<file path="config.mk">
export PLATFORM = sky130hd
export DESIGN_NAME = scm_clock_ctrl
export DESIGN_NICKNAME = d
export VERILOG_FILES = /design/src/rtl/scm_pkg.sv /design/src/rtl/scm_tick_gen.sv /design/src/rtl/scm_clock_ctrl.sv
export VERILOG_INCLUDE_DIRS = /design/src /design/src/rtl
export SDC_FILE = /design/constraint.sdc
export NUM_CORES = 1
export LEC_CHECK = 0
export BUFFER_PORTS_ARGS = -buffer_cell sky130_fd_sc_hd__buf_2
export CORE_MARGIN = 10
export CORE_UTILIZATION = 56
export DETAILED_ROUTE_END_ITERATION = 12
export PLACE_DENSITY = 0.8
export SETUP_SLACK_MARGIN = 0.4
export SLEW_MARGIN = 15
export SYNTH_ARGS = -nofsm -noshare
export SYNTH_HDL_FRONTEND = slang
export SYNTH_SLANG_ARGS = --single-unit
</file>
<file path="constraint.sdc">
create_clock -name sys_clk -period 2.8 [get_ports sys_clk]
set_input_delay 0.14 -clock sys_clk [delete_from_list [all_inputs] [get_ports sys_clk]]
set_output_delay 0.14 -clock sys_clk [all_outputs]
set_load 0.01 [all_outputs]
</file>
<file path="src/rtl/scm_consts.svh">
// Register offsets, field positions, reset values and timing counts of the clock controller.
// Included by the controller and the testbench; holds definitions only.
`ifndef SCM_CONSTS_SVH
`define SCM_CONSTS_SVH
`define SCM_ADR_SCC 4'h0
`define SCM_ADR_FOC 4'h4
`define SCM_ADR_STAT 4'h8
`define SCM_SCC_RESET 8'h00
`define SCM_FOC_EN_RESET 1'b1
`define SCM_SEL_HI 7
`define SCM_SEL_LO 5
`define SCM_KEEP_FAST_BIT 1
`define SCM_KEEP_SLOW_BIT 0
`define SCM_FOC_STABLE_BIT 1
`define SCM_FOC_EN_BIT 0
`define SCM_SEL_SUB 3'h7
`define SCM_SYS_KHZ 25000
`define SCM_FAST_OSC_KHZ 8000
`define SCM_SLOW_OSC_KHZ 32
`define SCM_SYS_PERIOD_NS 40
`define SCM_SETTLE_NS 16000
`define SCM_SETTLE_CYC ((`SCM_SETTLE_NS + `SCM_SYS_PERIOD_NS - 1) / `SCM_SYS_PERIOD_NS)
`endif

</file>
<file path="src/rtl/scm_pkg.sv">
// Types of the system clock and mode controller.
// Assumes nothing of its surroundings.
package scm_pkg;
  typedef enum logic [2:0] {SCM_FAST, SCM_SLOW, SCM_IDLE0, SCM_IDLE1, SCM_IDLE2,
    SCM_SLEEP} scm_mode_t;
  typedef struct packed {
    logic [15:0] acc;
    logic tick;
  } scm_tick_state_t;
  typedef struct packed {
    logic halted;
    logic [2:0] sel;
    logic keep_fast;
    logic keep_slow;
    logic foc_en;
    logic stable;
    logic [8:0] settle;
    logic [2:0] act_sel;
    logic [5:0] div;
    logic ack;
    logic [7:0] rdata;
    scm_mode_t op_mode;
    logic fast_tick;
    logic sub_tick;
    logic slow_rc_osc_tick;
    logic sys_tick;
    logic fast_run;
    logic slow_run;
    logic cpu_run;
  } scm_state_t;
endpackage

</file>
<file path="src/rtl/scm_tick_gen.sv">
// Model of one internal RC oscillator as a stream of one-cycle ticks on sys_clk.
// Assumes the nominal rate is below the sys_clk rate; a fractional accumulator spaces ticks.
`timescale 1ns/1ps
module scm_tick_gen import scm_pkg::*; #(
  parameter int INC = 1,
  parameter int MOD = 2
) (
  input wire logic sys_clk,
  input wire logic rst,
  input wire logic run,
  output logic tick
);
  scm_tick_state_t st;
  scm_tick_state_t next_st;
  logic [15:0] sum;

  // A stopped oscillator restarts from zero phase so no early tick appears.
  always_comb begin
    next_st = st;
    sum = st.acc + 16'(INC);
    next_st.tick = 1'b0;
    if (!run) begin
      next_st.acc = 16'h0000;
    end else if (sum >= 16'(MOD)) begin
      next_st.acc = sum - 16'(MOD);
      next_st.tick = 1'b1;
    end else begin
      next_st.acc = sum;
    end
  end

  // State register.
  always_ff @(posedge sys_clk) begin
    if (rst) begin
      st <= '0;
    end else begin
      st <= next_st;
    end
  end

  assign tick = st.tick;
endmodule

</file>
<file path="src/rtl/scm_clock_ctrl.sv">
// System clock source selection and operating-mode control with its Wishbone registers.
// Assumes halt and wake pulses and the watchdog enable come from logic on sys_clk.
`timescale 1ns/1ps
`include "scm_consts.svh"
module scm_clock_ctrl import scm_pkg::*; (
  input wire logic sys_clk,
  input wire logic rst,
  input wire logic [3:0] wb_adr_i,
  input wire logic [31:0] wb_dat_i,
  input wire logic [3:0] wb_sel_i,
  input wire logic wb_we_i,
  input wire logic wb_cyc_i,
  input wire logic wb_stb_i,
  output logic wb_ack_o,
  output logic [31:0] wb_dat_o,
  input wire logic halt,
  input wire logic wake,
  input wire logic wdt_enable,
  output logic cpu_run,
  output logic fast_osc_run,
  output logic slow_osc_run,
  output logic fast_clock,
  output logic sub_clock,
  output logic slow_osc_clock,
  output logic system_clock,
  output logic [2:0] op_mode
);
  scm_state_t st;
  scm_state_t next_st;
  logic fast_raw;
  logic slow_rc_osc_raw;
  logic req;
  logic wr;
  logic fast_on;
  logic sub_on;
  logic slow_rc_osc_on;
  logic sys_gate;
  logic src_tick;
  logic div_hit;
  logic new_ready;
  logic cur_ready;

  // Mode decode, shared by the status read and the mode output.
  function automatic scm_mode_t mode_of(input logic halted, input logic [2:0] sel,
                                        input logic kf, input logic ks);
    if (!halted) begin
      mode_of = (sel == `SCM_SEL_SUB) ? SCM_SLOW : SCM_FAST;
    end else begin
      case ({kf, ks})
        2'b01: mode_of = SCM_IDLE0;
        2'b11: mode_of = SCM_IDLE1;
        2'b10: mode_of = SCM_IDLE2;
        default: mode_of = SCM_SLEEP;
      endcase
    end
  endfunction

  // Terminal count of the divider: ratio minus one for codes 0..6.
  function automatic logic [5:0] div_last(input logic [2:0] sel);
    logic [6:0] one;
    one = 7'h01 << sel;
    div_last = 6'(one - 7'h01);
  endfunction

  // The two RC oscillators, modelled as tick streams on sys_clk.
  scm_tick_gen #(.INC(`SCM_FAST_OSC_KHZ), .MOD(`SCM_SYS_KHZ)) u_fast_osc (
    .sys_clk(sys_clk),
    .rst(rst),
    .run(fast_on),
    .tick(fast_raw)
  );
  scm_tick_gen #(.INC(`SCM_SLOW_OSC_KHZ), .MOD(`SCM_SYS_KHZ)) u_slow_osc (
    .sys_clk(sys_clk),
    .rst(rst),
    .run(slow_rc_osc_on),
    .tick(slow_rc_osc_raw)
  );

  // Oscillator gating by mode; while running the fast one stays up while it is or will be the source.
  always_comb begin
    if (!st.halted) begin
      fast_on = st.foc_en || st.act_sel != `SCM_SEL_SUB || st.sel != `SCM_SEL_SUB;
      sub_on = 1'b1;
      slow_rc_osc_on = 1'b1;
    end else begin
      fast_on = st.keep_fast;
      sub_on = st.keep_slow;
      slow_rc_osc_on = st.keep_slow || st.keep_fast || wdt_enable;
    end
    // While halted the system clock lives only if its source was kept.
    sys_gate = !st.halted || ((st.act_sel == `SCM_SEL_SUB) ? st.keep_slow : st.keep_fast);
  end

  // Source tick and divider terminal count.
  always_comb begin
    div_hit = (st.div == div_last(st.act_sel));
    if (st.act_sel == `SCM_SEL_SUB) begin
      src_tick = slow_rc_osc_raw && sub_on;
      cur_ready = sub_on;
    end else begin
      src_tick = fast_raw && st.stable && div_hit;
      cur_ready = st.stable;
    end
    new_ready = (st.sel == `SCM_SEL_SUB) ? sub_on : st.stable;
  end

  assign req = wb_cyc_i && wb_stb_i;
  assign wr = req && wb_we_i && st.ack && wb_sel_i[0];

  // Next-state logic of the whole controller.
  always_comb begin
    next_st = st;
    // Classic bus: ack one cycle after the request, dropped the cycle after.
    next_st.ack = req && !st.ack;
    case (wb_adr_i)
      `SCM_ADR_SCC: next_st.rdata = {st.sel, 3'h0, st.keep_fast, st.keep_slow};
      `SCM_ADR_FOC: next_st.rdata = {6'h00, st.stable, st.foc_en};
      `SCM_ADR_STAT: next_st.rdata = {5'h00, 3'(mode_of(st.halted, st.act_sel,
                                                      st.keep_fast, st.keep_slow))};
      default: next_st.rdata = 8'h00;
    endcase
    // Register writes take effect on the edge where ack is high.
    if (wr && wb_adr_i == `SCM_ADR_SCC) begin
      next_st.sel = wb_dat_i[`SCM_SEL_HI:`SCM_SEL_LO];
      next_st.keep_fast = wb_dat_i[`SCM_KEEP_FAST_BIT];
      next_st.keep_slow = wb_dat_i[`SCM_KEEP_SLOW_BIT];
    end
    if (wr && wb_adr_i == `SCM_ADR_FOC) begin
      next_st.foc_en = wb_dat_i[`SCM_FOC_EN_BIT];
    end
    // Halt enters the low-power modes; wake returns to running and wins a tie.
    if (wake) begin
      next_st.halted = 1'b0;
    end else if (halt) begin
      next_st.halted = 1'b1;
    end
    // Settle timer: stopped oscillator or a fresh enable write restarts it.
    if (!fast_on || (wr && wb_adr_i == `SCM_ADR_FOC && wb_dat_i[`SCM_FOC_EN_BIT])) begin
      next_st.stable = 1'b0;
      next_st.settle = 9'h000;
    end else if (st.settle == 9'(`SCM_SETTLE_CYC - 1)) begin
      next_st.stable = 1'b1;
    end else begin
      next_st.settle = st.settle + 9'h001;
    end
    // Divider counts fast ticks; it restarts on every source change.
    if (fast_raw && st.act_sel != `SCM_SEL_SUB) begin
      next_st.div = div_hit ? 6'h00 : st.div + 6'h01;
    end
    // Switch at an output boundary of the old source, or at once if the old one is not ready, once the new one runs.
    if (st.sel != st.act_sel && new_ready && (src_tick || !cur_ready)) begin
      next_st.act_sel = st.sel;
      next_st.div = 6'h00;
    end
    // Registered outputs, all derived from the same present state.
    next_st.sys_tick = src_tick && sys_gate;
    // A tick already in flight must not escape once the oscillator is being stopped.
    next_st.fast_tick = fast_raw && st.stable && fast_on;
    next_st.sub_tick = slow_rc_osc_raw && sub_on;
    next_st.slow_rc_osc_tick = slow_rc_osc_raw;
    next_st.fast_run = fast_on;
    next_st.slow_run = slow_rc_osc_on;
    next_st.cpu_run = !st.halted;
    next_st.op_mode = mode_of(st.halted, st.act_sel, st.keep_fast, st.keep_slow);
  end

  // State register; power-on values of both control registers.
  always_ff @(posedge sys_clk) begin
    if (rst) begin
      st <= '0;
      st.sel <= 3'(`SCM_SCC_RESET >> `SCM_SEL_LO);
      st.act_sel <= 3'(`SCM_SCC_RESET >> `SCM_SEL_LO);
      st.foc_en <= `SCM_FOC_EN_RESET;
      st.cpu_run <= 1'b1;
      st.fast_run <= 1'b1;
      st.slow_run <= 1'b1;
    end else begin
      st <= next_st;
    end
  end

  assign wb_ack_o = st.ack;
  assign wb_dat_o = {24'h000000, st.rdata};
  assign cpu_run = st.cpu_run;
  assign fast_osc_run = st.fast_run;
  assign slow_osc_run = st.slow_run;
  assign fast_clock = st.fast_tick;
  assign sub_clock = st.sub_tick;
  assign slow_osc_clock = st.slow_rc_osc_tick;
  assign system_clock = st.sys_tick;
  assign op_mode = 3'(st.op_mode);

  // Checks on the controller's own outputs and state.
  property p_rsv_zero;
    @(posedge sys_clk) disable iff (rst)
      (req && !wb_we_i && wb_adr_i == `SCM_ADR_SCC && !st.ack) |=> (wb_dat_o[4:2] == 3'h0);
  endproperty
  a_rsv_zero: assert property (p_rsv_zero) else $error("Reserved bits read non-zero.");

  property p_stable_clear;
    @(posedge sys_clk) disable iff (rst)
      (wr && wb_adr_i == `SCM_ADR_FOC && wb_dat_i[0]) |=> !st.stable ##1 !st.stable;
  endproperty
  a_stable_clear: assert property (p_stable_clear) else $error("Stable flag not cleared.");

  property p_sleep_off;
    @(posedge sys_clk) disable iff (rst)
      (op_mode == 3'(SCM_SLEEP)) |-> (!system_clock && !fast_clock && !sub_clock && !cpu_run);
  endproperty
  a_sleep_off: assert property (p_sleep_off) else $error("Clock running in sleep.");

  property p_sleep_slow_rc_osc;
    @(posedge sys_clk) disable iff (rst)
      (op_mode == 3'(SCM_SLEEP)) |-> (slow_osc_run == $past(wdt_enable));
  endproperty
  a_sleep_slow_rc_osc: assert property (p_sleep_slow_rc_osc) else $error("Slow oscillator wrong in sleep.");

  property p_idle0;
    @(posedge sys_clk) disable iff (rst)
      (op_mode == 3'(SCM_IDLE0)) |-> (!fast_osc_run && slow_osc_run && !fast_clock);
  endproperty
  a_idle0: assert property (p_idle0) else $error("Idle0 oscillator state wrong.");

  property p_idle2;
    @(posedge sys_clk) disable iff (rst)
      (op_mode == 3'(SCM_IDLE2)) |-> (fast_osc_run && !sub_clock);
  endproperty
  a_idle2: assert property (p_idle2) else $error("Idle2 oscillator state wrong.");

  property p_fast_mode;
    @(posedge sys_clk) disable iff (rst)
      (op_mode == 3'(SCM_FAST)) |-> (fast_osc_run && slow_osc_run && cpu_run);
  endproperty
  a_fast_mode: assert property (p_fast_mode) else $error("Fast mode clocks not on.");

  property p_slow_src;
    @(posedge sys_clk) disable iff (rst)
      (op_mode == 3'(SCM_SLOW) && system_clock) |-> slow_osc_clock;
  endproperty
  a_slow_src: assert property (p_slow_src) else $error("Slow mode tick not from sub clock.");

  property p_reset_foc;
    @(posedge sys_clk) $fell(rst) |-> (st.foc_en && !st.stable);
  endproperty
  a_reset_foc: assert property (p_reset_foc) else $error("Fast osc control reset wrong.");

  // Outputs and state held against each other; the outputs are registered from one present state.
  property p_idle1;
    @(posedge sys_clk) disable iff (rst)
      (op_mode == 3'(SCM_IDLE1)) |-> (fast_osc_run && slow_osc_run && !cpu_run);
  endproperty
  a_idle1: assert property (p_idle1) else $error("Idle1 oscillator state wrong.");

  property p_idle0_sys;
    @(posedge sys_clk) disable iff (rst)
      (op_mode == 3'(SCM_IDLE0) && system_clock) |-> sub_clock;
  endproperty
  a_idle0_sys: assert property (p_idle0_sys) else $error("Idle0 tick not from sub.");

  property p_idle2_sys;
    @(posedge sys_clk) disable iff (rst)
      (op_mode == 3'(SCM_IDLE2) && system_clock) |-> fast_clock;
  endproperty
  a_idle2_sys: assert property (p_idle2_sys) else $error("Idle2 tick not from fast.");

  property p_slow_fast_en;
    @(posedge sys_clk) disable iff (rst)
      (op_mode == 3'(SCM_SLOW) && $past(st.sel) == `SCM_SEL_SUB) |->
        (fast_osc_run == $past(st.foc_en));
  endproperty
  a_slow_fast_en: assert property (p_slow_fast_en) else $error("Fast osc wrong in slow.");

  property p_switch_ready;
    @(posedge sys_clk) disable iff (rst)
      (st.act_sel != $past(st.act_sel) && st.act_sel != `SCM_SEL_SUB) |-> $past(st.stable);
  endproperty
  a_switch_ready: assert property (p_switch_ready) else $error("Switched before stable.");

  property p_cpu_mode;
    @(posedge sys_clk) disable iff (rst)
      cpu_run == (op_mode == 3'(SCM_FAST) || op_mode == 3'(SCM_SLOW));
  endproperty
  a_cpu_mode: assert property (p_cpu_mode) else $error("Run flag and mode disagree.");

  c_idle1: cover property (@(posedge sys_clk) disable iff (rst) op_mode == 3'(SCM_IDLE1));
  c_slow: cover property (@(posedge sys_clk) disable iff (rst) op_mode == 3'(SCM_SLOW));
  c_sleep: cover property (@(posedge sys_clk) disable iff (rst) op_mode == 3'(SCM_SLEEP));
  c_idle2: cover property (@(posedge sys_clk) disable iff (rst) op_mode == 3'(SCM_IDLE2));
endmodule

</file>
==> summary.md, run 1 <==
| Metric | Value |
|---|---|
| Post-synthesis cell type count | 69 |
| Final Non-Filler Cells | 696 |
| Worst Setup End Kind | flop |
| RSZ-0062 raised after global routing | yes |
| Post-route DRC | 0 |
| GRT busiest layer | met2 |
| Synthesized area | 0.00456 mm² |
| Final ANT Viol Nets | 0 |
| Initial DRC count | 340 |
| Crit-path max FO | 6 |
| CTS buffer count | 9 |
| GRT Overall Usage | 16.6% |
| Main synth FF type | dfxtp_1 |
| Synthesized area per cell | 8.11 µm² |
| Most frequent cells in the layout | dfxtp_1, nor2_1, buf_2 |
| Status | finished clean |
| Wirelength per Cell | 15.3 µm |
| CP dominant cell by count | buf_4 |
| WP depth | 10 |
| Reg2reg path depth | 10 |
| Port Buf Inserts | 34 |
| Largest net degree at the start of global routing | 31 |
| Final max-slew violation count | 0 |
| Total detailed-routing wirelength | 10,700 µm |
| Clock buffer depth | 2 |
| Initial antenna violation count | 0 |
| Num rows | 32 |
| Achievable frequency | 0.415 GHz |
| Worst Slack Setup Final | 0.392 ns |
| Ys async rst share | 0% |
| Vias/cell | 5.86 |
| CTS Sinks | 71 |
| First-pass GRT wire length | 16,800 µm |
| Final hold vios | 0 |
| Critical path, cell by cell | or3_4 > ha_4 > buf_4 > xnor2_1 > nor4_1 > a211oi_2 > a2111oi_4 > buf_4 > nand3b_1 > nand3_1 |
| Critical path's slowest cell | or3_4 |
| CTS root buf | clkbuf_8 |
| RePlAce Congestion | 0.855 |
| Crit path kind | flop to flop |
| Pre-antenna DRT Iters | 5 |
| CP bufs+invs | 2 |
| Post-DP Area | 0.00462 mm² |
| Final std cell area, no fill | 0.00515 mm² |
| EDFF count, synth | 0 |
| Die Area | 0.0121 mm² |
| Initial core utilization | 58.4% |
| CTS tree | built |
| Num ports | 91 |
| Seq cells post-synth | 71 |
| Vias after detailed routing | 4,079 |
| Hpwl dp | 7240 µm |
| Vias in the first global route | 3,882 |
| Setup crit start kind | flop |
| Rel. slew slack | 62.3% |
| Grt met1 use | 19.7% |
| Worst Tran Pin Value | 0.565 ns |
| Final Setup Violations | 0 |
| Crit path max-delay family | simple AND/OR/NAND/NOR gates |
| Max-cap violation count | 0 |
| Sequential fraction of the synthesis area | 31.2% |
| Worst path max stage delay | 0.39 ns |
| Power per cell area | 654 mW/mm² |
| Period minus WS final | 2.41 ns |
| Dpl cells | 669 |
| Synthesis Warnings | 0 |
| Area Growth Syn to Fin | 13.1% |
| Period utilization | 86.0% |
| Commonest non-fill, non-tap cell in the layout | dfxtp_1 |
| Clock latency on the worst-skew pair | 0.36 ns |
| # nets final | 653 |
| Place WS | 0.113 ns |
| Die Height | 110 µm |
| M2 GR Usage | 28.3% |
| Worst Hold Class | input pin to flop |
| Diodes inserted | 0 |
| Pleak | 2.10 nW |
| CP required | 3.04 ns |
| Max VDD drop | 0.284 mV |
| Fillers | 631 |
| Die X-Extent | 110 µm |
| Multi-input logic area | 0.00294 mm² |
| Post-route setup TNS | 0 ns |
| Layout cells sized above 1 | 20.0% |
| Clock transition at path regs | 0.09 ns |
| GR Util met3 | 3.25% |
| Syn Inst Count | 562 |
| GR Overflow Total | 0 |
| Sequential Area | 0.00144 mm² |
| Crit path DAT | 2.64 ns |
| Hold path cells | 3 |
| Max H-tree Level | 3 |
| Core Area | 0.00781 mm² |
| Worst Skew | 0.0142 ns |
[synth_stat cells (7+ instances only)]
cell / count / area [µm²]
a21oi_1: 31 / 155
and3_1: 10 / 62.6
buf_2: 9 / 45.0
buf_4: 37 / 278
clkbuf_1: 16 / 60.1
dfxtp_1: 71 / 1420
ha_1: 16 / 200
inv_1: 19 / 71.3
mux2i_1: 13 / 130
nand2_1: 30 / 113
nand3_1: 27 / 135
nand4_1: 8 / 50.1
nor2_1: 58 / 218
nor2b_1: 10 / 62.6
nor3_1: 25 / 125
nor3b_1: 7 / 52.6
o21ai_0: 9 / 45.0
or3_1: 16 / 100
or4_1: 8 / 60.1
xnor2_1: 18 / 158
xor2_1: 20 / 175
[tightest hold or removal path, stage by stage]
cell and delay [ns]:
buf_2 0.08, mux2i_1 0.05, nor2_1 0.08
[through the flow]
step                hold slack (ns)  power (mW)  utilization, %
floorplan                     0.216        2.12               -
global placement              0.301        2.21            59.2
detailed placement            0.314        2.28            59.2
CTS                          0.0182        3.28            63.9
global route                 0.0292        3.56            66.0
finish                       0.0195        3.37            66.0
[report_power, final]
| group | total, mW | internal (mW) | leakage [nW] | switching [mW] |
|---|---|---|---|---|
| logic | 1.10 | 0.479 | 1.41 | 0.623 |
| registers | 1.31 | 1.12 | 0.580 | 0.189 |
| clock network | 0.958 | 0.514 | 0.108 | 0.444 |
| total | 3.37 | 2.11 | 2.10 | 1.26 |
[cells by family after synthesis]
logic type	count (synthesis)	share of synthesized area, %
compound gates	100	15.4
xor+xnor	38	7.30
fa+ha+maj	16	4.39
buf+inv	84	10.5
flops	71	31.2
mux	15	3.35
other cells	1	0.0823
simple gates	237	27.7
[flip-flops by register name (all words and copies together), names as in the netlist]
name / cells
op_mode: 3
u_fast_osc.tick: 1
system_clock: 1
wb_ack_o: 1
fast_osc_run: 1
st: 26
slow_osc_run: 1
wb_dat_o: 6
slow_osc_clock: 1
u_slow_osc.st: 13
u_slow_osc.tick: 1
sub_clock: 1
u_fast_osc.st: 13
cpu_run: 1
fast_clock: 1
[cell type report]
cell class / instances / share of cell area (%)
repair buffers: 56 / 6.77
well taps: 102 / 2.48
inverters: 19 / 1.38
flip-flops and latches: 71 / 27.9
clock inverters: 7 / 2.02
clock buffers: 9 / 2.40
multi-input cells: 432 / 57.0
[per-layer routing]
layer	routed length, µm	share of wire, %	up-vias
li1	-	-	1979
met1	4530	42	1940
met2	5300	50	142
met3	648	6.1	18
met4	183	1.7	0
met5	0	0	-
[worst paths after layout]
check / from / to / slack, ns
max: st[25] / st[25] / 0.39
min reg2reg: wb_ack_o / wb_ack_o / 0.45
max reg2reg: st[25] / st[25] / 0.39
min: wb_dat_i[6] / st[42] / 0.02
[repair_timing]
item	CTS	global route
endpoints found under the hold margin	3	0
gates resized for setup	17	32
buffers inserted	2	5
pin swaps	2	12
hold buffers	4	0
setup endpoints to repair	34	30
No activity file was read; power rests on OpenSTA's default activity.
==> inputs of run 2 (changes only) <==
--- a/config.mk
+++ b/config.mk
@@ -6,11 +6,12 @@
 export SDC_FILE = /design/constraint.sdc
 export NUM_CORES = 1
 export LEC_CHECK = 0
+export ABC_AREA = 1
 export BUFFER_PORTS_ARGS = -buffer_cell sky130_fd_sc_hd__buf_2
 export CORE_MARGIN = 10
-export CORE_UTILIZATION = 56
+export CORE_UTILIZATION = 55
 export DETAILED_ROUTE_END_ITERATION = 12
-export PLACE_DENSITY = 0.8
+export PLACE_DENSITY = 0.79
 export SETUP_SLACK_MARGIN = 0.4
 export SLEW_MARGIN = 15
 export SYNTH_ARGS = -nofsm -noshare
==> summary.md, run 2 <==
| Metric | Value |
|---|---|
| Status | finished clean |
| Main synth FF type | dfxtp_1 |
| Post-route setup TNS | 0 ns |
| Area Growth Syn to Fin | 8.69% |
| Core Area | 0.00769 mm² |
| Post-route DRC | 0 |
| Largest register FFs | 26 |
| Die Height | 108 µm |
| Compound-Gate Fraction of Synth Area | 8.34% |
| Vias/cell | 5.06 |
| Final hold vios | 0 |
| Pre-antenna DRT Iters | 4 |
| Simple-gate share of the synthesized area | 31.7% |
| Final ANT Viol Nets | 0 |
| Power per cell area | 699 mW/mm² |
| Layout cells sized above 1 | 12.2% |
| Synth area leaders | dfxtp_1, nand2_1, nand3_1 |
| Worst Hold Class | input pin to flop |
| CTS buffer count | 9 |
| CTS tree | built |
| Num ports | 91 |
| Sequential fraction of the synthesis area | 33.0% |
| CP required | 3.08 ns |
| Vias in the first global route | 3,760 |
| Die X-Extent | 108 µm |
| Largest family of logic cells by synthesized area | simple AND/OR/NAND/NOR gates |
| Multi-input logic area | 0.00239 mm² |
| Port Buf Inserts | 34 |
| Initial core utilization | 56.0% |
| Pleak | 2.20 nW |
| Synthesized area per cell | 6.83 µm² |
| CTS Sinks | 71 |
| EDFF count, synth | 0 |
| Initial antenna violation count | 0 |
| Num rows | 32 |
| Commonest non-fill, non-tap cell in the layout | nand2_1 |
| Area leader, netlist | dfxtp_1 |
| Crit path DAT | 2.52 ns |
| Max VDD drop | 0.629 mV |
| Worst Skew | 0.0103 ns |
| Count leader, synth | nand2_1 |
| Die Area | 0.0118 mm² |
| RePlAce Congestion | 0.878 |
| Final max-slew violation count | 0 |
| Hpwl dp | 7140 µm |
| Crit-path max FO | 8 |
| Final Non-Filler Cells | 767 |
| XOR/XNOR Fraction of Synth Area | 8.11% |
| Final Setup Violations | 0 |
| Hold slack | 0.0393 ns |
| Synthesized area | 0.00431 mm² |
| Syn Inst Count | 631 |
| Post-CTS Setup Inserts | 0 |
| Wirelength per Cell | 12.3 µm |
| GR Overflow Total | 0 |
| Ys async rst share | 0% |
| Mux share of post-synthesis cell area | 0% |
| Biggest register | st |
| Achievable frequency | 0.447 GHz |
| Worst Slack Setup Final | 0.563 ns |
| Worst Setup End Kind | flop |
| Largest regs | st: 26 flops, u_fast_osc.st: 13 flops, u_slow_osc.st: 13 flops |
| Fillers | 691 |
| Synth top area share | 33.0% |
| Period utilization | 79.9% |
| Crit path kind | flop to flop |
| Most frequent cells after synthesis | nand2_1, dfxtp_1, inv_1 |
| RSZ-0062 raised after global routing | no |
| Total detailed-routing wirelength | 9440 µm |
| Most frequent cells in the layout | nand2_1, dfxtp_1, inv_1 |
| Synthesis Warnings | 0 |
| Diodes inserted | 0 |
| Dpl cells | 749 |
| Initial DRC count | 163 |
| CTS root buf | clkbuf_8 |
| Period minus WS final | 2.24 ns |
| Post-synthesis cell type count | 32 |
| Sequential Area | 0.00142 mm² |
| Place WS | 0.327 ns |
| Clock buffer depth | 2 |
| # nets final | 724 |
| Clock latency on the worst-skew pair | 0.35 ns |
| Clock transition at path regs | 0.08 ns |
| Max H-tree Level | 3 |
| Max-cap violation count | 0 |
| Largest net degree at the start of global routing | 16 |
| GRT Overall Usage | 16.5% |
| Vias after detailed routing | 3,884 |
| Post-synthesis adder-cell area fraction | 4.65% |
| First-pass GRT wire length | 16,200 µm |
| Setup crit start kind | flop |
| Seq cells post-synth | 71 |
## run 2: changes by cell type in the layout (fill, tap and decap cells not counted), moves of 14 or more
| cell | delta |
|---|---|
| nor3_1 | -14 |
| nand2_1 | +120 |
| nand3_1 | +32 |
| inv_1 | +50 |
## run 2: logic make-up after synthesis
kind of cell,after synthesis
other cells,1
buf+inv,123
compound gates,67
flops,71
fa+ha+maj,16
xor+xnor,39
simple gates,314
## run 2: layer usage
layer | up-vias | share of wire, % | track usage [%] | routed length, µm
li1 | 2003 | - | - | -
met3 | 14 | 6.7 | 3.63 | 636
met1 | 1758 | 44 | 19.9 | 4150
met4 | 0 | 1.8 | 8.38 | 172
met2 | 109 | 47 | 27.2 | 4480
met5 | - | 0 | 0 | 0
## run 2: through the flow
stage / total power, mW / utilization, % / area (µm²)
finish: 3.27 / 60.9 / 4680
global route: 3.50 / 60.9 / 4680
CTS: 3.27 / 60.6 / 4660
detailed placement: 2.32 / 57.3 / 4410
global placement: 2.27 / 57.3 / 4410
floorplan: 2.14 / - / 4400
## run 2: worst max-delay path, stage by stage, from the launching register on
cell,delay (ns)
dfxtp_2,0.44
ha_2,0.26
nand3_2,0.15
nor2_2,0.19
nand4_1,0.14
xor2_1,0.20
inv_1,0.12
nor2_4,0.24
buf_4,0.20
nand3_1,0.08
a21oi_1,0.16
## run 2: final timing paths
| kind | from | end | slack [ns] | cells after the start |
|---|---|---|---|---|
| worst max-delay path | u_slow_osc.st[6] | u_slow_osc.st[11] | 0.56 | 10 |
| worst min-delay path | wb_stb_i | wb_ack_o | 0.04 | 3 |
| worst max register to register | u_slow_osc.st[6] | u_slow_osc.st[11] | 0.56 | 10 |
| worst min register to register | wb_ack_o | wb_ack_o | 0.45 | 1 |
## run 2: final cells by class
class | count | share of cell area [%]
Tap cell | 102 | 2.73
Clock buffer | 11 | 3.23
Inverter | 75 | 6.01
Clock inverter | 5 | 1.71
Sequential cell | 71 | 30.4
Multi-Input combinational cell | 462 | 51.1
Timing Repair Buffer | 41 | 4.86
## run 2: timing repair
item / in CTS / in global routing
hold buffers: 2 / 0
endpoints found under the setup margin: 12 / 12
hold endpoints to repair: 2 / 0
cloned: 0 / 0
gates resized for setup: 1 / 5
## run 2: power breakdown
| group | switching, mW | internal (mW) | total (mW) |
|---|---|---|---|
| sequential | 0.0767 | 1.10 | 1.18 |
| clock | 0.402 | 0.549 | 0.951 |
| combinational | 0.755 | 0.383 | 1.14 |
| total | 1.23 | 2.04 | 3.27 |
